===== src/common/serial_chain_consts.svh =====
// Constants for the serial configuration chain device.
// Assumes inclusion by bare name from design files and from the bench.
`ifndef SERIAL_CHAIN_CONSTS_SVH
`define SERIAL_CHAIN_CONSTS_SVH

// Most bits one device may pass on toward the far end of the chain
`define CHAIN_PASS_LIMIT 32'hFFFFFFE0
// Integrity check polynomial and start value
`define CHAIN_CHECK_POLY 32'h04C11DB7
`define CHAIN_CHECK_INIT 32'hFFFFFFFF
// Master clock half period as a time and as a clk_in cycle count
`define CHAIN_CLK_PERIOD_NS 10
`define CHAIN_MASTER_HALF_NS 40
`define CHAIN_MASTER_HALF_CYC (`CHAIN_MASTER_HALF_NS / `CHAIN_CLK_PERIOD_NS)
// Extra config_clock rising edges added by the done pipeline option
`define CHAIN_DONE_PIPE_EDGES 2'h1
// Reset values
`define CHAIN_DOUT_RST 1'h1

`endif


===== src/common/serial_chain_pkg.sv =====
// Types shared by the serial configuration chain device.
// Assumes the constants header is compiled alongside.
package serial_chain_pkg;

    typedef enum logic [6:0] {
        ST_FORWARD = 7'h01,
        ST_LOAD = 7'h02,
        ST_CHECK = 7'h04,
        ST_RELEASE = 7'h08,
        ST_WAIT_EDGE = 7'h10,
        ST_FINISH = 7'h20,
        ST_ERROR = 7'h40
    } chain_state_t;

endpackage : serial_chain_pkg


===== src/hdl/serial_chain_device.sv =====
// Serial configuration chain logic of one device: pass-through, own load,
// integrity check and done-release start-up.
// Assumes config_clock is far slower than clk_in and is sampled by clk_in.
`timescale 1ns/1ps
`default_nettype none
`include "serial_chain_consts.svh"

module serial_chain_device (
    input wire logic clk_in,
    input wire logic rst_in,
    input wire logic spi_master_in,
    input wire logic done_pipeline_option_in,
    input wire logic [31:0] forward_bits_in,
    input wire logic [31:0] own_bits_in,
    input wire logic [31:0] expected_check_in,
    input wire logic config_clock_in,
    output logic config_clock_out,
    output logic config_clock_oe_out,
    input wire logic data_in,
    output logic data_out,
    input wire logic done_in,
    output logic done_out,
    output logic done_oe_out,
    output logic global_output_tristate_out,
    output logic fallback_allowed_out,
    output logic limit_reached_out,
    output logic overrun_out,
    output logic check_error_out,
    output logic startup_complete_out
);

    ////////////////////////////////////////////////////////////////////////
    // Pin sampling and edge finding

    logic [2:0] pins_s;
    logic gen_clk_q, gen_clk_d;
    logic [7:0] div_q, div_d;
    logic clk_prev_q, clk_prev_d;
    logic clk_level, rise, fall;
    logic din_s, done_s;

    chain_sync2 #(
        .WIDTH(3)
    ) u_sync (
        .clk_in(clk_in),
        .rst_in(rst_in),
        .async_in({config_clock_in, data_in, done_in}),
        .sync_out(pins_s)
    );

    // A master uses its own divided clock; it is no second domain
    always_comb begin
        din_s = pins_s[1];
        done_s = pins_s[0];
        clk_level = spi_master_in ? gen_clk_q : pins_s[2];
        rise = clk_level && !clk_prev_q;
        fall = !clk_level && clk_prev_q;
        clk_prev_d = clk_level;
        div_d = div_q + 8'h01;
        gen_clk_d = gen_clk_q;
        if (div_q == 8'(`CHAIN_MASTER_HALF_CYC - 1)) begin
            div_d = 8'h00;
            gen_clk_d = ~gen_clk_q;
        end
    end

    always_ff @(posedge clk_in or posedge rst_in) begin
        if (rst_in) begin
            gen_clk_q <= 1'h0;
            div_q <= 8'h00;
            clk_prev_q <= 1'h0;
        end else begin
            gen_clk_q <= gen_clk_d;
            div_q <= div_d;
            clk_prev_q <= clk_prev_d;
        end
    end

    assign config_clock_out = gen_clk_q;
    assign config_clock_oe_out = spi_master_in;

    ////////////////////////////////////////////////////////////////////////
    // Pass-through buffer

    logic push_valid, buf_ready, buf_valid;
    logic buf_data;
    logic dout_q, dout_d;

    // Buffer absorbs the half period between sampling and driving out
    chain_buffer2 #(
        .WIDTH(1)
    ) u_buf (
        .clk_in(clk_in),
        .rst_in(rst_in),
        .in_valid_in(push_valid),
        .in_ready_out(buf_ready),
        .in_data_in(din_s),
        .out_valid_out(buf_valid),
        .out_ready_in(fall),
        .out_data_out(buf_data)
    );

    always_comb begin
        dout_d = dout_q;
        if (fall && buf_valid) begin
            dout_d = buf_data;
        end
    end

    always_ff @(posedge clk_in or posedge rst_in) begin
        if (rst_in) begin
            dout_q <= `CHAIN_DOUT_RST;
        end else begin
            dout_q <= dout_d;
        end
    end

    assign data_out = dout_q;

    ////////////////////////////////////////////////////////////////////////
    // Load, check and start-up sequence

    serial_chain_pkg::chain_state_t state_q, state_d;
    logic [31:0] fwd_cnt_q, fwd_cnt_d;
    logic [31:0] own_cnt_q, own_cnt_d;
    logic [31:0] check_q, check_d;
    logic [1:0] pipe_q, pipe_d;
    logic limit_q, limit_d;
    logic overrun_q, overrun_d;
    logic fwd_done;

    always_comb begin
        state_d = state_q;
        fwd_cnt_d = fwd_cnt_q;
        own_cnt_d = own_cnt_q;
        check_d = check_q;
        pipe_d = pipe_q;
        limit_d = limit_q;
        overrun_d = overrun_q;
        push_valid = 1'h0;
        fwd_done = (fwd_cnt_q >= forward_bits_in) || limit_q;
        case (state_q)
            serial_chain_pkg::ST_FORWARD: begin
                // Downstream data comes first, own data last
                if (fwd_done) begin
                    state_d = serial_chain_pkg::ST_LOAD;
                end else if (rise) begin
                    push_valid = 1'h1;
                    overrun_d = overrun_q || !buf_ready;
                    fwd_cnt_d = fwd_cnt_q + 32'h00000001;
                    if (fwd_cnt_d == `CHAIN_PASS_LIMIT) begin
                        limit_d = 1'h1;
                    end
                end
            end
            serial_chain_pkg::ST_LOAD: begin
                if (own_cnt_q >= own_bits_in) begin
                    state_d = serial_chain_pkg::ST_CHECK;
                end else if (rise) begin
                    own_cnt_d = own_cnt_q + 32'h00000001;
                    check_d = {check_q[30:0], 1'h0} ^
                        ((check_q[31] ^ din_s) ? `CHAIN_CHECK_POLY : 32'h00000000);
                end
            end
            serial_chain_pkg::ST_CHECK: begin
                if (check_q == expected_check_in) begin
                    state_d = serial_chain_pkg::ST_RELEASE;
                end else begin
                    state_d = serial_chain_pkg::ST_ERROR;
                end
            end
            serial_chain_pkg::ST_RELEASE: begin
                // Held here while upstream devices still load
                pipe_d = done_pipeline_option_in ? `CHAIN_DONE_PIPE_EDGES : 2'h0;
                if (done_s) begin
                    state_d = serial_chain_pkg::ST_WAIT_EDGE;
                end
            end
            serial_chain_pkg::ST_WAIT_EDGE: begin
                if (rise) begin
                    if (pipe_q == 2'h0) begin
                        state_d = serial_chain_pkg::ST_FINISH;
                    end else begin
                        pipe_d = pipe_q - 2'h1;
                    end
                end
            end
            serial_chain_pkg::ST_FINISH: begin
                state_d = serial_chain_pkg::ST_FINISH;
            end
            serial_chain_pkg::ST_ERROR: begin
                // Only a reset restarts; no earlier image to fall back on
                state_d = serial_chain_pkg::ST_ERROR;
            end
            default: begin
                state_d = serial_chain_pkg::ST_ERROR;
            end
        endcase
    end

    always_ff @(posedge clk_in or posedge rst_in) begin
        if (rst_in) begin
            state_q <= serial_chain_pkg::ST_FORWARD;
            fwd_cnt_q <= 32'h00000000;
            own_cnt_q <= 32'h00000000;
            check_q <= `CHAIN_CHECK_INIT;
            pipe_q <= 2'h0;
            limit_q <= 1'h0;
            overrun_q <= 1'h0;
        end else begin
            state_q <= state_d;
            fwd_cnt_q <= fwd_cnt_d;
            own_cnt_q <= own_cnt_d;
            check_q <= check_d;
            pipe_q <= pipe_d;
            limit_q <= limit_d;
            overrun_q <= overrun_d;
        end
    end

    ////////////////////////////////////////////////////////////////////////
    // Status outputs

    logic released;

    // Done is driven low until release; the open-drain pull-up raises it
    always_comb begin
        released = (state_q == serial_chain_pkg::ST_RELEASE) ||
            (state_q == serial_chain_pkg::ST_WAIT_EDGE) ||
            (state_q == serial_chain_pkg::ST_FINISH);
    end

    assign done_out = 1'h0;
    assign done_oe_out = !released;
    assign global_output_tristate_out = !released;
    assign fallback_allowed_out = 1'h0;
    assign limit_reached_out = limit_q;
    assign overrun_out = overrun_q;
    assign check_error_out = (state_q == serial_chain_pkg::ST_ERROR);
    assign startup_complete_out = (state_q == serial_chain_pkg::ST_FINISH);

    ////////////////////////////////////////////////////////////////////////
    // Assertions

    property p_fwd_push;
        @(posedge clk_in) disable iff (rst_in)
        (state_q == serial_chain_pkg::ST_FORWARD) && !fwd_done && rise
            |=> (fwd_cnt_q == $past(fwd_cnt_q) + 32'h00000001);
    endproperty
    a_fwd_push: assert property (p_fwd_push) else $error("forward bit not counted");

    property p_dout_fall;
        @(posedge clk_in) disable iff (rst_in)
        $changed(dout_q) |-> $past(fall);
    endproperty
    a_dout_fall: assert property (p_dout_fall) else $error("output moved off falling edge");

    property p_load_rise;
        @(posedge clk_in) disable iff (rst_in)
        $changed(own_cnt_q) |-> $past(rise) && $past(state_q == serial_chain_pkg::ST_LOAD);
    endproperty
    a_load_rise: assert property (p_load_rise) else $error("own bit taken off rising edge");

    property p_order;
        @(posedge clk_in) disable iff (rst_in)
        (state_q == serial_chain_pkg::ST_LOAD) |-> fwd_done;
    endproperty
    a_order: assert property (p_order) else $error("own load before forwarding ended");

    property p_check_own;
        @(posedge clk_in) disable iff (rst_in)
        (state_q == serial_chain_pkg::ST_FORWARD) |=> $stable(check_q);
    endproperty
    a_check_own: assert property (p_check_own) else $error("check touched by forwarded data");

    property p_release_hold;
        @(posedge clk_in) disable iff (rst_in)
        (state_q == serial_chain_pkg::ST_RELEASE) && !done_s
            |=> (state_q == serial_chain_pkg::ST_RELEASE) && !done_oe_out;
    endproperty
    a_release_hold: assert property (p_release_hold) else $error("left release early");

    property p_leave;
        @(posedge clk_in) disable iff (rst_in)
        (state_q == serial_chain_pkg::ST_WAIT_EDGE) && rise && (pipe_q == 2'h0)
            |=> startup_complete_out;
    endproperty
    a_leave: assert property (p_leave) else $error("start-up not completed on edge");

    property p_limit;
        @(posedge clk_in) disable iff (rst_in)
        limit_q |=> (fwd_cnt_q == `CHAIN_PASS_LIMIT) && $stable(fwd_cnt_q);
    endproperty
    a_limit: assert property (p_limit) else $error("pass-through limit exceeded");

    property p_gts;
        @(posedge clk_in) disable iff (rst_in)
        $fell(done_oe_out) |-> !global_output_tristate_out && $past(global_output_tristate_out);
    endproperty
    a_gts: assert property (p_gts) else $error("tristate released after done");

    property p_pipe;
        @(posedge clk_in) disable iff (rst_in)
        (state_q == serial_chain_pkg::ST_RELEASE) && done_s && done_pipeline_option_in
            |=> (pipe_q == `CHAIN_DONE_PIPE_EDGES);
    endproperty
    a_pipe: assert property (p_pipe) else $error("done pipeline delay missing");

endmodule : serial_chain_device

`default_nettype wire


===== src/hdl/chain_sync2.sv =====
// Two flip-flop synchroniser for levels coming from pins.
// Assumes inputs are quasi static relative to clk_in.
`timescale 1ns/1ps
`default_nettype none

module chain_sync2 #(
    parameter int WIDTH = 1
) (
    input wire logic clk_in,
    input wire logic rst_in,
    input wire logic [WIDTH-1:0] async_in,
    output logic [WIDTH-1:0] sync_out
);

    logic [WIDTH-1:0] meta_q;
    logic [WIDTH-1:0] meta_d;
    logic [WIDTH-1:0] stable_q;
    logic [WIDTH-1:0] stable_d;

    // First stage feeds only the second stage
    always_comb begin
        meta_d = async_in;
        stable_d = meta_q;
    end

    always_ff @(posedge clk_in or posedge rst_in) begin
        if (rst_in) begin
            meta_q <= '0;
            stable_q <= '0;
        end else begin
            meta_q <= meta_d;
            stable_q <= stable_d;
        end
    end

    assign sync_out = stable_q;

endmodule : chain_sync2

`default_nettype wire


===== src/hdl/chain_buffer2.sv =====
// Two-entry buffer with valid and ready on both sides.
// Assumes one clock; push and pop may occur in the same cycle.
`timescale 1ns/1ps
`default_nettype none

module chain_buffer2 #(
    parameter int WIDTH = 1
) (
    input wire logic clk_in,
    input wire logic rst_in,
    input wire logic in_valid_in,
    output logic in_ready_out,
    input wire logic [WIDTH-1:0] in_data_in,
    output logic out_valid_out,
    input wire logic out_ready_in,
    output logic [WIDTH-1:0] out_data_out
);

    logic [WIDTH-1:0] mem_q [2];
    logic [WIDTH-1:0] mem_d [2];
    logic wr_q, wr_d, rd_q, rd_d;
    logic [1:0] cnt_q, cnt_d;
    logic push, pop;

    always_comb begin
        push = in_valid_in && (cnt_q != 2'h2);
        pop = out_ready_in && (cnt_q != 2'h0);
        mem_d = mem_q;
        wr_d = wr_q;
        rd_d = rd_q;
        cnt_d = cnt_q;
        if (push) begin
            mem_d[wr_q] = in_data_in;
            wr_d = ~wr_q;
        end
        if (pop) begin
            rd_d = ~rd_q;
        end
        cnt_d = cnt_q + {1'h0, push} - {1'h0, pop};
    end

    always_ff @(posedge clk_in or posedge rst_in) begin
        if (rst_in) begin
            mem_q[0] <= '0;
            mem_q[1] <= '0;
            wr_q <= 1'h0;
            rd_q <= 1'h0;
            cnt_q <= 2'h0;
        end else begin
            mem_q <= mem_d;
            wr_q <= wr_d;
            rd_q <= rd_d;
            cnt_q <= cnt_d;
        end
    end

    assign in_ready_out = (cnt_q != 2'h2);
    assign out_valid_out = (cnt_q != 2'h0);
    assign out_data_out = mem_q[rd_q];

endmodule : chain_buffer2

`default_nettype wire


===== config.mk =====
export PLATFORM = sky130hd
export DESIGN_NAME = serial_chain_device
export DESIGN_NICKNAME = d
export VERILOG_FILES = /design/src/common/serial_chain_pkg.sv /design/src/hdl/serial_chain_device.sv /design/src/hdl/chain_sync2.sv /design/src/hdl/chain_buffer2.sv
export VERILOG_INCLUDE_DIRS = /design/src /design/src/common
export SDC_FILE = /design/constraint.sdc
export NUM_CORES = 1
export LEC_CHECK = 0
export ABC_CLOCK_PERIOD_IN_PS = 7200
export BUFFER_PORTS_ARGS = -buffer_cell sky130_fd_sc_hd__buf_2
export CAP_MARGIN = 20
export CORE_MARGIN = 5
export CORE_UTILIZATION = 50
export DETAILED_ROUTE_END_ITERATION = 10
export PLACE_DENSITY = 0.74
export SYNTH_ARGS = -nofsm -noshare
export SYNTH_HDL_FRONTEND = slang
export SYNTH_HIERARCHICAL = 1
export SYNTH_SLANG_ARGS = --single-unit

===== constraint.sdc =====
create_clock -name clk_in -period 7.2 [get_ports clk_in]
set_clock_uncertainty 0.05 [all_clocks]
set_input_delay 1.08 -clock clk_in [delete_from_list [all_inputs] [get_ports clk_in]]
set_output_delay 1.08 -clock clk_in [all_outputs]
set_load 0.03 [all_outputs]

# --- Word-level counts from Yosys, hierarchy flattened ---
# Index checks and enable logic that the tools add are counted.
totals:
  rom_bits: 0
  inputBits: 103
  mem_count: 0
  register_bits: 130
  ram_bits: 0
  latchBits: 0
op_classes:
  n_addsub: 6
  reduce_logical: 21
  n_shift: 0
  multipliers: 0
  eq_ne: 17
  mux: 23
  bitwise: 9
  n_div: 0
  magnitude_cmp: 5
ops:
  columns: ["op", "n"]
  rows:
  - ["32-bit by 1-bit adder with 32-bit output (second input constant)", 2]
  - ["32-bit greater-or-equal comparator", 2]
  - ["7-bit two-way mux", 6]
  - ["7-bit one-hot mux with 6 select lines", 1]
  - ["32-bit == test", 1]
  - ["32-bit == test (second input constant)", 1]
  - ["32-bit by 27-bit XOR with 32-bit output", 1]
  - ["27-bit two-way mux", 1]
  - ["2-bit inequality test (second input constant)", 6]
  - ["1-bit two-way mux", 9]
  - ["3-bit AND reduction", 3]
  - ["8-bit by 1-bit adder with 8-bit output (second input constant)", 1]
  - ["8-bit by 2-bit == test with 1-bit output (second input constant)", 1]
  - ["8-bit two-way mux", 1]
  - ["7-bit by 1-bit == test with 1-bit output (second input constant)", 1]
  - ["7-bit by 2-bit == test with 1-bit output (second input constant)", 1]
  - ["7-bit by 3-bit == test with 1-bit output (second input constant)", 1]
  - ["7-bit by 4-bit == test with 1-bit output (second input constant)", 1]
  - ["7-bit by 5-bit == test with 1-bit output (second input constant)", 1]
  - ["7-bit by 6-bit == test with 1-bit output (second input constant)", 1]
  - ["7-bit == test (second input constant)", 1]
  - ["1-bit logical AND", 5]
  - ["1-bit NOT", 5]
  - ["5-bit AND reduction", 1]
  - ["other kinds (17)", 27]

# --- Longest topological paths before layout ---
# Gate-level depths: netlist of the first run.
logic_depth:
  depth_word: 8
  mapped_depth: 15

# --- By module ---
# Netlist of the first run, hierarchy kept.
by_module_without_submodules:
  columns: ["mod", "cells_each", "area_per_inst_um2", "n_inst"]
  rows:
  - ["serial_chain_device", 801, 7722.4, 1]
  - ["chain_buffer2", 23, 294.0, 1]
  - ["chain_sync2", 7, 153.9, 1]

# --- Least setup slack after synthesis of the first run ---
# No wires, ideal clock.
synth_path:
  path_kind: "input to register"
  start: "input forward_bits_in[0]"
  end: "register u_buf.cnt_q[1]"
  arrival_ns: 3.355
  path_stages: 14
  n_path_buf: 0
  t_required_ns: 7.027
  setup_ns: 0.123
  path_slack_ns: 3.672
  cell_sequence: "ha_1 > nand2b_1 > a2111o_1 > a311oi_1 > o21ai_1 > nand2_1 > nand4_1 > inv_1 > nand2_1 > ha_1 > inv_1 > ha_1 > xnor2_1 > xnor2_1"
synth_via:
  elab_chain_len: 7
synth_lines:
  columns: ["item", "line_no", "source"]
  rows:
  - ["start, declared", "serial_chain_device.sv:13", "input wire logic [31:0] forward_bits_in,"]
  - ["32-bit greater-or-equal comparator", "serial_chain_device.sv:141", "fwd_done = (fwd_cnt_q >= forward_bits_in) || limit_q;"]
  - ["1-bit logical OR", "serial_chain_device.sv:141", null]
  - ["1-bit two-way mux", "serial_chain_device.sv:145", "if (fwd_done) begin"]
  - ["1-bit two-way mux", "serial_chain_device.sv:142", "case (state_q)"]
  - ["net push_valid", "serial_chain_device.sv:85", "logic push_valid, buf_ready, buf_valid;"]
  - ["1-bit logical AND", "chain_buffer2.sv:26", "push = in_valid_in && (cnt_q != 2'h2);"]
  - ["2-bit by 1-bit adder with 2-bit output", "chain_buffer2.sv:39", "cnt_d = cnt_q + {1'h0, push} - {1'h0, pop};"]
  - ["2-bit by 1-bit subtractor with 2-bit output", "chain_buffer2.sv:39", null]
  - ["net u_buf.cnt_d[1]", "chain_buffer2.sv:22", "logic [1:0] cnt_q, cnt_d;"]
  - ["end signal, assigned", "chain_buffer2.sv:53", "cnt_q <= cnt_d;"]
  - ["end, declared", "chain_buffer2.sv:22", null]
# The timed path passes the listed nets, and every way through them passes these cells.
# A chain may end at the register's enable or synchronous reset.

# --- Worst setup path after layout of the first run ---
layout_path:
  start: "input forward_bits_in[0]"
  end: "register fwd_cnt_q[1]"
layout_via:
  elab_chain_len: 4
layout_lines:
  columns: ["item", "line_no", "source"]
  rows:
  - ["32-bit greater-or-equal comparator", "serial_chain_device.sv:141", null]
  - ["1-bit logical OR", "serial_chain_device.sv:141", null]
  - ["1-bit NOT (no line)", null, null]
  - ["3-bit AND reduction (no line)", null, null]
  - ["end signal, assigned", "serial_chain_device.sv:212", "fwd_cnt_q <= fwd_cnt_d;"]
  - ["end, declared", "serial_chain_device.sv:124", "logic [31:0] fwd_cnt_q, fwd_cnt_d;"]
# Every way passes these cells.

==> results_dict.tcl, run 1 <==
set metrics [dict create \
    ios 114 \
    clk_path_buf_depth 2 \
    worstPathMaxFanout 16 \
    syn_area_um2 8170 \
    top_layer_used "met4" \
    ys_seq_elements 130 \
    numCtsBuffers 17 \
    ys_warn_count 6 \
    num_rows 46 \
    rsz0062_at_grt "no" \
    vias 6247 \
    start_util_pct 51.2 \
    synth_top_area_cell "dfrtp_1" \
    dieHeight_um 138 \
    synthFlopType "dfrtp_1" \
    hold_buffers 0 \
    final_antenna_net_count 0 \
    cts_resized 0 \
    yosysMostFrequentCell "dfrtp_1" \
    overflow 0 \
    final_cells 1166 \
    antenna_found_initial 0 \
    gp_congestion 0.806 \
    hold_violations 0 \
    cp-startpoint "forward_bits_in[0]" \
    worstHoldStart "u_sync/meta_q[0]" \
    powerDensity_nw_per_um2 182 \
    critPathCaptureType "flop" \
    port_buffers 111 \
    arrival_ns 3.91 \
    min_path_type "reg2reg" \
    root_buffer "clkbuf_16" \
    hpwlAfterDp_um 13300 \
    setup-tns-final_ns 0 \
    grt_usage_pct 19.4 \
    cts_sinks 130 \
    final_max_slew_viol_count 0 \
    wl_met2_um 8820 \
    dieArea_um2 19000 \
    path_class "in2reg" \
    grt_pass1_wl_um 29000 \
    synth_top_cells_by_count "dfrtp_1, inv_1, ha_1" \
    grt_max_degree 77 \
    num-fill-cells 1361 \
    drc 0 \
    vias_per_cell 5.36 \
    period_needed_ns 3.65 \
    cts.reportedPaths.clkPinSlew_ns 0.06 \
    core_area_um2 15900 \
    start_kind "primary input" \
    synthCells 831 \
    tritoncts "yes" \
    wl_met1_um 7920 \
    cts_setup_buffers 0 \
    post-route-util_pct 59.6 \
    synth_area_leaders "dfrtp_1, dfstp_2, ha_1" \
    routedWlPerCell_um 15.3 \
    ys_seq_area_share_pct 40.3 \
    design_area_um2 9500 \
    ir_drop_uv 180 \
    grt_pass1_vias 6162 \
    synth_edf_count 0 \
    critical_path_required_ns 7.46 \
    internal_power_uw 1350 \
    p_switching_uw 378 \
    place_inst 1133 \
    wl_met3_um 861 \
    synth_cell_types 65 \
    maxCapViolations 0 \
    first_pass_iters 5 \
    fmax_mhz 274 \
    netlist.area_leader.share_pct 29.4 \
    fin_crit_sh_pct 50.7 \
    swShare_pct 21.8 \
    pwr-share-seq_pct 42.5 \
    p_leak_uw 0.00480 \
    seqCellArea_um2 3300 \
    hold_slack_ns 0.299 \
    placed_cell_area_um2 8870 \
    die_x_um 138 \
    combPwrFrac_pct 5.5 \
    routed_wl_um 17800 \
    tightest_slew_ns 0.991 \
    rr_startpoint "fwd_cnt_q[0]" \
    multi_input_area_um2 4420 \
    clk_latency_ns 0.42 \
    drt_iter0_drc 424 \
    htree_levels 4 \
    synthToLayoutAreaGrowth_pct 16.2 \
    async_reset_ff_share_pct 100 \
    status "completed" \
    slew_headroom_pct 33.4 \
    syn_avg_cell_area_um2 9.83 \
    post_route_cells_drive_above_1_share_pct 22.9 \
    final_nets 1111 \
    n_antenna_cell 0 \
    setup_viol 0 \
    clkPwrFrac_pct 52.0 \
]
[power groups by stage]
stage,Combinational (uW),Sequential (uW),Clock (uW)
4_1_cts,97.2,735,916
3_3_place_gp,94.2,748,0
3_5_place_dp,96.4,748,0
5_1_grt,109,735,944
2_1_floorplan,52.4,747,0
6_report,94.9,735,899
[worst max-delay path, stage by stage]
cell	delay, ns
buf_2	0.10
ha_1	0.27
nand2b_1	0.14
a2111o_1	0.41
a311oi_1	0.49
nor3_1	0.16
nor4_4	0.84
mux2_2	0.41
[state kept, by name, indices dropped and copies added (netlist names), 2 cells and up]
name / count
own_cnt_q: 32
div_q: 8
u_buf/cnt_q: 2
check_q: 32
pipe_q: 2
u_buf/mem_q: 2
u_sync/sync_out: 3
u_sync/meta_q: 3
fwd_cnt_q: 32
state_q: 7
[logic make-up (layout without fill, tap and decap cells)]
family	after synthesis	in the layout	share of synthesized area, %
DFF	130	130	40.3
AOI/OAI and AO/OA	91	91	7.03
buffers and inverters	110	228	5.60
muxes	26	26	3.71
other	1	2	0.0459
adders and majority gates	71	71	10.9
xor gates and xnor gates	125	125	13.4
and+or+nand+nor	277	277	19.0
[cell type report]
type / instances / area share, %
multi-input cells: 592 / 46.5
flip-flops and latches: 130 / 34.7
repair buffers: 115 / 6.17
clock buffers: 18 / 4.52
inverters: 81 / 3.23
well taps: 216 / 2.85
clock inverters: 14 / 1.99
[path summary, 6_finish.rpt]
check / to / slack, ns / cells after the start
hold / removal: u_sync/sync_out[0] / 0.30 / 0
min in group asynchronous: u_sync/sync_out[1] / 0.55 / 2
hold reg to reg: u_sync/sync_out[0] / 0.30 / 0
setup / recovery: fwd_cnt_q[1] / 3.55 / 8
setup reg to reg: fwd_cnt_q[1] / 3.80 / 8
max in group asynchronous: own_cnt_q[12] / 5.10 / 3
[cell usage in the layout, fill, tap and decap left out, types with 4 or more instances in the layout]
cell type	instances
buf_2	111
dfrtp_1	96
inv_1	80
ha_1	71
nand2_1	65
xnor2_1	64
xor2_1	61
nand4_1	40
nor2_1	35
dfstp_2	34
nand3_1	31
o21ai_0	30
a21oi_1	25
and3_1	23
nor3_1	20
mux2_2	20
clkbuf_16	17
nor4_1	15
a21o_1	9
and4_1	8
nand2b_1	6
nor4b_1	6
and2_1	6
clkinvlp_4	6
bufinv_16	4
buf_4	4
[metrics by stage]
stage / setup WS, ns / power (uW)
after global routing: 3.32 / 1790
after detailed placement: 3.00 / 844
after floorplan: 3.00 / 800
after CTS: 3.39 / 1750
after global placement: 3.10 / 842
final: 3.55 / 1730
[per-layer routing]
metal,track usage (%),vias up
li1,-,3096
met1,25.1,2978
met2,32.6,150
met3,4.20,23
met4,5.71,0
met5,0,-
Note: power is estimated with default switching activity, not from simulation.
==> inputs of run 2 (changes only) <==
ABC_CLOCK_PERIOD_IN_PS = 3800   (was 7200)
clock period = 3.8 ns   (was 7.2 ns; I/O delays follow)
==> run 2 against run 1 <==
Effect of this change: global-route usage decreased by 0.28 points; sequential share of layout area decreased by 0.10 points; core utilization increased by 0.18 points; via count decreased by 1.4%; wire length decreased by 2.1%; die area unchanged; combinational power increased by 91%; critical endpoint is now u_buf/cnt_q[1]; largest power group unchanged.
==> results_dict.tcl, run 2 (same netlist as run 1, synthesis figures left out) <==
set metrics [dict create \
    rsz0062_at_grt "no" \
    fmax_mhz 303 \
    rr_startpoint "fwd_cnt_q[0]" \
    tritoncts "yes" \
    seqCellArea_um2 3300 \
    root_buffer "clkbuf_16" \
    dieArea_um2 19000 \
    final_antenna_net_count 0 \
    port_buffers 111 \
    layout_common_cells "buf_2, dfrtp_1, inv_1" \
    drt_iter0_drc 346 \
    ir_drop_uv 321 \
    p_leak_uw 0.00485 \
    swShare_pct 22.4 \
    grt_max_degree 74 \
    n_antenna_cell 0 \
    setup_viol 0 \
    final_nets 1114 \
    hpwlAfterDp_um 13000 \
    cts_resized 0 \
    vias 6160 \
    pwr-share-seq_pct 43.3 \
    finalPower_uw 3220 \
    start_util_pct 51.2 \
    multi_input_area_um2 4420 \
    setup-tns-final_ns 0 \
    post-route-util_pct 59.7 \
    combPwrFrac_pct 5.6 \
    routed_wl_um 17500 \
    period_needed_ns 3.30 \
    grt_pass1_vias 5975 \
    htree_levels 4 \
    overflow 0 \
    final_max_slew_viol_count 0 \
    core_area_um2 15900 \
    fin_crit_sh_pct 86.9 \
    reg_top3 "check_q: 32 flops, fwd_cnt_q: 32 flops, own_cnt_q: 32 flops" \
    clk_latency_ns 0.42 \
    maxCapViolations 0 \
    drc 0 \
    numCtsBuffers 17 \
    worstPathMaxFanout 4 \
    start_kind "flop" \
    ios 114 \
    cts_sinks 130 \
    path_class "reg2reg" \
    slew_headroom_pct 52.1 \
    cp-startpoint "fwd_cnt_q[0]" \
    dieHeight_um 138 \
    synthToLayoutAreaGrowth_pct 16.6 \
    antenna_found_initial 0 \
    num-fill-cells 1380 \
    critical_path_required_ns 4.09 \
    cts.reportedPaths.clkPinSlew_ns 0.06 \
    powerDensity_nw_per_um2 338 \
    ff2ff_path_depth 15 \
    num_rows 46 \
    gp_congestion 0.846 \
    hold_violations 0 \
    arrival_ns 3.60 \
    critPathCaptureType "flop" \
    cts_setup_buffers 0 \
    grt_pass1_wl_um 28600 \
    status "completed" \
    vias_per_cell 5.27 \
    internal_power_uw 2500 \
    die_x_um 138 \
    p_switching_uw 719 \
    reg2reg_slack_ns 0.50 \
    hold_buffers 0 \
    routedWlPerCell_um 14.9 \
    min_path_type "in2async" \
    post_route_cells_drive_above_1_share_pct 23.3 \
    tightest_slew_ns 0.719 \
    grt_usage_pct 19.1 \
    layout_commonest_cell "buf_2" \
    clk_path_buf_depth 2 \
    first_pass_iters 4 \
    clkPwrFrac_pct 51.0 \
]
==> run 2: final timing paths <==
kind | end
hold / removal | u_sync/sync_out[0]
max in group asynchronous | check_q[7]
setup reg to reg | u_buf/cnt_q[1]
hold reg to reg | u_sync/sync_out[2]
min in group clk_in | u_sync/meta_q[1]
setup / recovery | u_buf/cnt_q[1]
==> run 2: metal layers <==
metal / routed length [um] / share of wire (%) / vias up / GRT usage (%)
li1: - / - / 3105 / -
met1: 7900 / 45 / 2895 / 25.3
met2: 8500 / 49 / 145 / 31.6
met3: 830 / 4.8 / 15 / 4.16
met4: 222 / 1.3 / 0 / 5.32
met5: 0 / 0 / - / 0
==> run 2: critical path, cell delays in order (launching register included) <==
cell      delay (ns)
dfrtp_1         0.39
inv_1           0.09
ha_1            0.27
nand2b_1        0.14
a2111o_1        0.41
a311oi_1        0.49
o21ai_1         0.17
nand2_1         0.11
nand4_1         0.09
inv_1           0.12
nand2_1         0.09
ha_1            0.28
inv_1           0.04
ha_1            0.18
xnor2_1         0.19
xnor2_1         0.14
==> run 2: cell type report <==
type                    instances  area share, %
clock buffers                  24           5.83
clock inverters                 8          0.591
inverters                      81           3.22
multi-input cells             592           46.4
flip-flops and latches        130           34.6
well taps                     216           2.84
repair buffers                118           6.52
==> run 2: stage by stage <==
stage               instance area [um^2]  instances  worst slack (ns)  hold slack [ns]
global placement                    8910       1137             0.401            0.282
floorplan                           8170        832             0.107            0.281
detailed placement                  8910       1137             0.287            0.287
finish                              9530       1169             0.496           0.0412
global route                        9530       1169             0.325           0.0558
CTS                                 9530       1169             0.488           0.0345
==> run 2: power by group through the flow <==
stage | clock [uW] | sequential (uW) | combinational, uW
finish | 1640 | 1390 | 181
global route | 1730 | 1390 | 208
CTS | 1670 | 1390 | 185
detailed placement | 0 | 1420 | 183
global placement | 0 | 1420 | 180
floorplan | 0 | 1420 | 99.3
==> inputs of run 3 (changes only) <==
ABC_AREA = 1   (was not set)
PLACE_DENSITY = 0.73   (was 0.74)
SLEW_MARGIN = 20   (was not set)
==> run 3 against run 2 <==
Effect of this change: core utilization shrank 1.9 points; sequential share of layout area down 4.0 points; count of clock-buffer cells in the layout decreased by 4; total power grew 0.14%; largest power group unchanged; worst hold slack lost 0.012 ns; non-clock buffer count shrank 1; die area increased by 15%; synthesized cell count rose by 63%; critical path depth fell by 3; combinational power is 15% higher; cell count grew 47%; critical path type unchanged; wire length rose by 28%.
==> results_dict.tcl, run 3 <==
set metrics [dict create \
    status "completed" \
    fmax_mhz 357 \
    num_rows 50 \
    maxCapViolations 0 \
    final_nets 1644 \
    synthFlopType "dfrtp_1" \
    cts_resized 0 \
    cts.reportedPaths.clkPinSlew_ns 0.06 \
    num-fill-cells 1762 \
    setup-tns-final_ns 0 \
    synth_top_area_cell "dfrtp_1" \
    combPwrFrac_pct 6.5 \
    final_max_slew_viol_count 0 \
    hold_buffers 0 \
    slew_headroom_pct 39.4 \
    hold_violations 0 \
    clk_latency_ns 0.42 \
    pre_cts_slack_ns 0.818 \
    syn_area_um2 9460 \
    tightest_slew_ns 0.908 \
    clkPwrFrac_pct 50.2 \
    routed_wl_um 22400 \
    synth_top_cells_by_count "nand2_1, inv_1, nor2_1" \
    design_area_um2 10800 \
    antenna_found_initial 0 \
    start_kind "flop" \
    setup_viol 0 \
    grt_max_degree 72 \
    core_area_um2 18600 \
    period_needed_ns 2.80 \
    layout_common_cells "nand2_1, inv_1, nor2_1" \
    drt_iter0_drc 585 \
    hold_slack_ns 0.0295 \
    reg_top3 "check_q: 32 flops, fwd_cnt_q: 32 flops, own_cnt_q: 32 flops" \
    die_x_um 148 \
    first_pass_iters 5 \
    fin_ws_ns 1.00 \
    rr_startpoint "own_cnt_q[22]" \
    internal_power_uw 2470 \
    netlist.area_leader.share_pct 25.4 \
    synth_cell_types 37 \
    ios 114 \
    n_antenna_cell 0 \
    fin_crit_sh_pct 73.7 \
    ys_seq_elements 130 \
    overflow 0 \
    cts_setup_buffers 0 \
    grt_pass1_wl_um 37800 \
    ff2ff_path_depth 12 \
    ys_seq_area_share_pct 34.9 \
    p_leak_uw 0.00607 \
    worstPathMaxFanout 33 \
    grt_pass1_vias 8236 \
    layout_commonest_cell "nand2_1" \
    critical_path_required_ns 4.11 \
    pwr-share-seq_pct 43.3 \
    arrival_ns 3.11 \
    rsz0062_at_grt "no" \
    numCtsBuffers 17 \
    tritoncts "yes" \
    cts_sinks 130 \
    hpwlAfterDp_um 17400 \
    dieArea_um2 21800 \
    dieHeight_um 148 \
    critPathCaptureType "flop" \
    ys_warn_count 6 \
    reg2reg_slack_ns 1.0 \
    yosysMostFrequentCell "nand2_1" \
    synthCells 1356 \
    ir_drop_uv 301 \
    clk_path_buf_depth 2 \
    vias_per_cell 5.02 \
    r2r_end "check_q[14]" \
    seqCellArea_um2 3300 \
    synthToLayoutAreaGrowth_pct 14.0 \
    port_buffers 111 \
    path_class "reg2reg" \
    routedWlPerCell_um 13.0 \
    multi_input_area_um2 5210 \
    min_path_type "in2async" \
    synth_area_leaders "dfrtp_1, nand2_1, dfstp_2" \
    post_route_cells_drive_above_1_share_pct 13.9 \
    placed_cell_area_um2 10200 \
    grt_usage_pct 21.2 \
    gp_congestion 0.945 \
    synth_edf_count 0 \
    vias 8627 \
    htree_levels 4 \
    async_reset_ff_share_pct 100 \
    root_buffer "clkbuf_16" \
    swShare_pct 23.4 \
    final_antenna_net_count 0 \
    powerDensity_nw_per_um2 299 \
    start_util_pct 50.7 \
    p_switching_uw 754 \
    syn_avg_cell_area_um2 6.97 \
    drc 0 \
]
==> run 3: area by class of cell <==
class | count | area share, %
repair buffers | 117 | 5.80
flip-flops and latches | 130 | 30.6
well taps | 234 | 2.72
clock buffers | 20 | 4.14
clock inverters | 12 | 1.23
multi-input cells | 999 | 48.4
inverters | 205 | 7.16
==> run 3: how the worst max path moves through the flow <==
stage                        from             end  slack, ns  cells past startpoint
5_1_grt             own_cnt_q[23]     check_q[14]       0.70                     12
2_1_floorplan              rst_in      clk_prev_q       0.11                      1
6_report            own_cnt_q[22]     check_q[14]        1.0                     12
3_5_place_dp      own_bits_in[23]     check_q[14]       0.82                     14
3_3_place_gp   forward_bits_in[9]  u_buf/mem_q[0]       0.89                     18
4_1_cts                state_q[1]     done_oe_out       0.98                      7
==> run 3: power by group through the flow <==
stage	logic [uW]	registers (uW)	clock network, uW
2_1_floorplan	124	1420	0
3_3_place_gp	208	1420	0
3_5_place_dp	213	1420	0
4_1_cts	215	1390	1650
5_1_grt	244	1390	1710
6_report	209	1390	1620
==> run 3: metal layers <==
metal | track usage, % | wire [um] | share of wire (%)
met2 | 36.6 | 10900 | 49
met4 | 7.27 | 514 | 2.3
met3 | 3.53 | 974 | 4.4
met5 | 0 | 0 | 0
met1 | 26.8 | 9990 | 45
==> run 3: kinds of logic (layout without fill, tap and decap cells) <==
| logic type | count (synthesis) | after routing | share of synthesized area [%] |
|---|---|---|---|
| other cells | 1 | 2 | 0.0397 |
| mux | 2 | 2 | 0.225 |
| compound gates | 79 | 79 | 4.38 |
| xor+xnor | 81 | 81 | 7.50 |
| buf+inv | 228 | 354 | 10.1 |
| fa+ha+maj | 71 | 71 | 9.39 |
| simple gates | 764 | 764 | 33.5 |
| flops | 130 | 130 | 34.9 |
==> run 3: through the flow <==
| step | power, uW | instances | utilization, % |
|---|---|---|---|
| after floorplan | 1540 | 1357 | - |
| after global placement | 1620 | 1685 | 54.7 |
| after detailed placement | 1630 | 1685 | 54.7 |
| after CTS | 3250 | 1717 | 57.8 |
| after global routing | 3350 | 1717 | 57.8 |
| final | 3220 | 1717 | 57.8 |
==> run 3: critical path, cell delays in order (launching register included) <==
cell and delay [ns]:
dfrtp_1 0.47, ha_1 0.31, nand2_1 0.06, nor2_1 0.25, nand4_1 0.15, nor2_1 0.20, nand4_1 0.10, nand3_1 0.18
nor2_1 0.07, nand2_2 0.48, buf_12 0.26, nand2_1 0.07, nand2_1 0.07
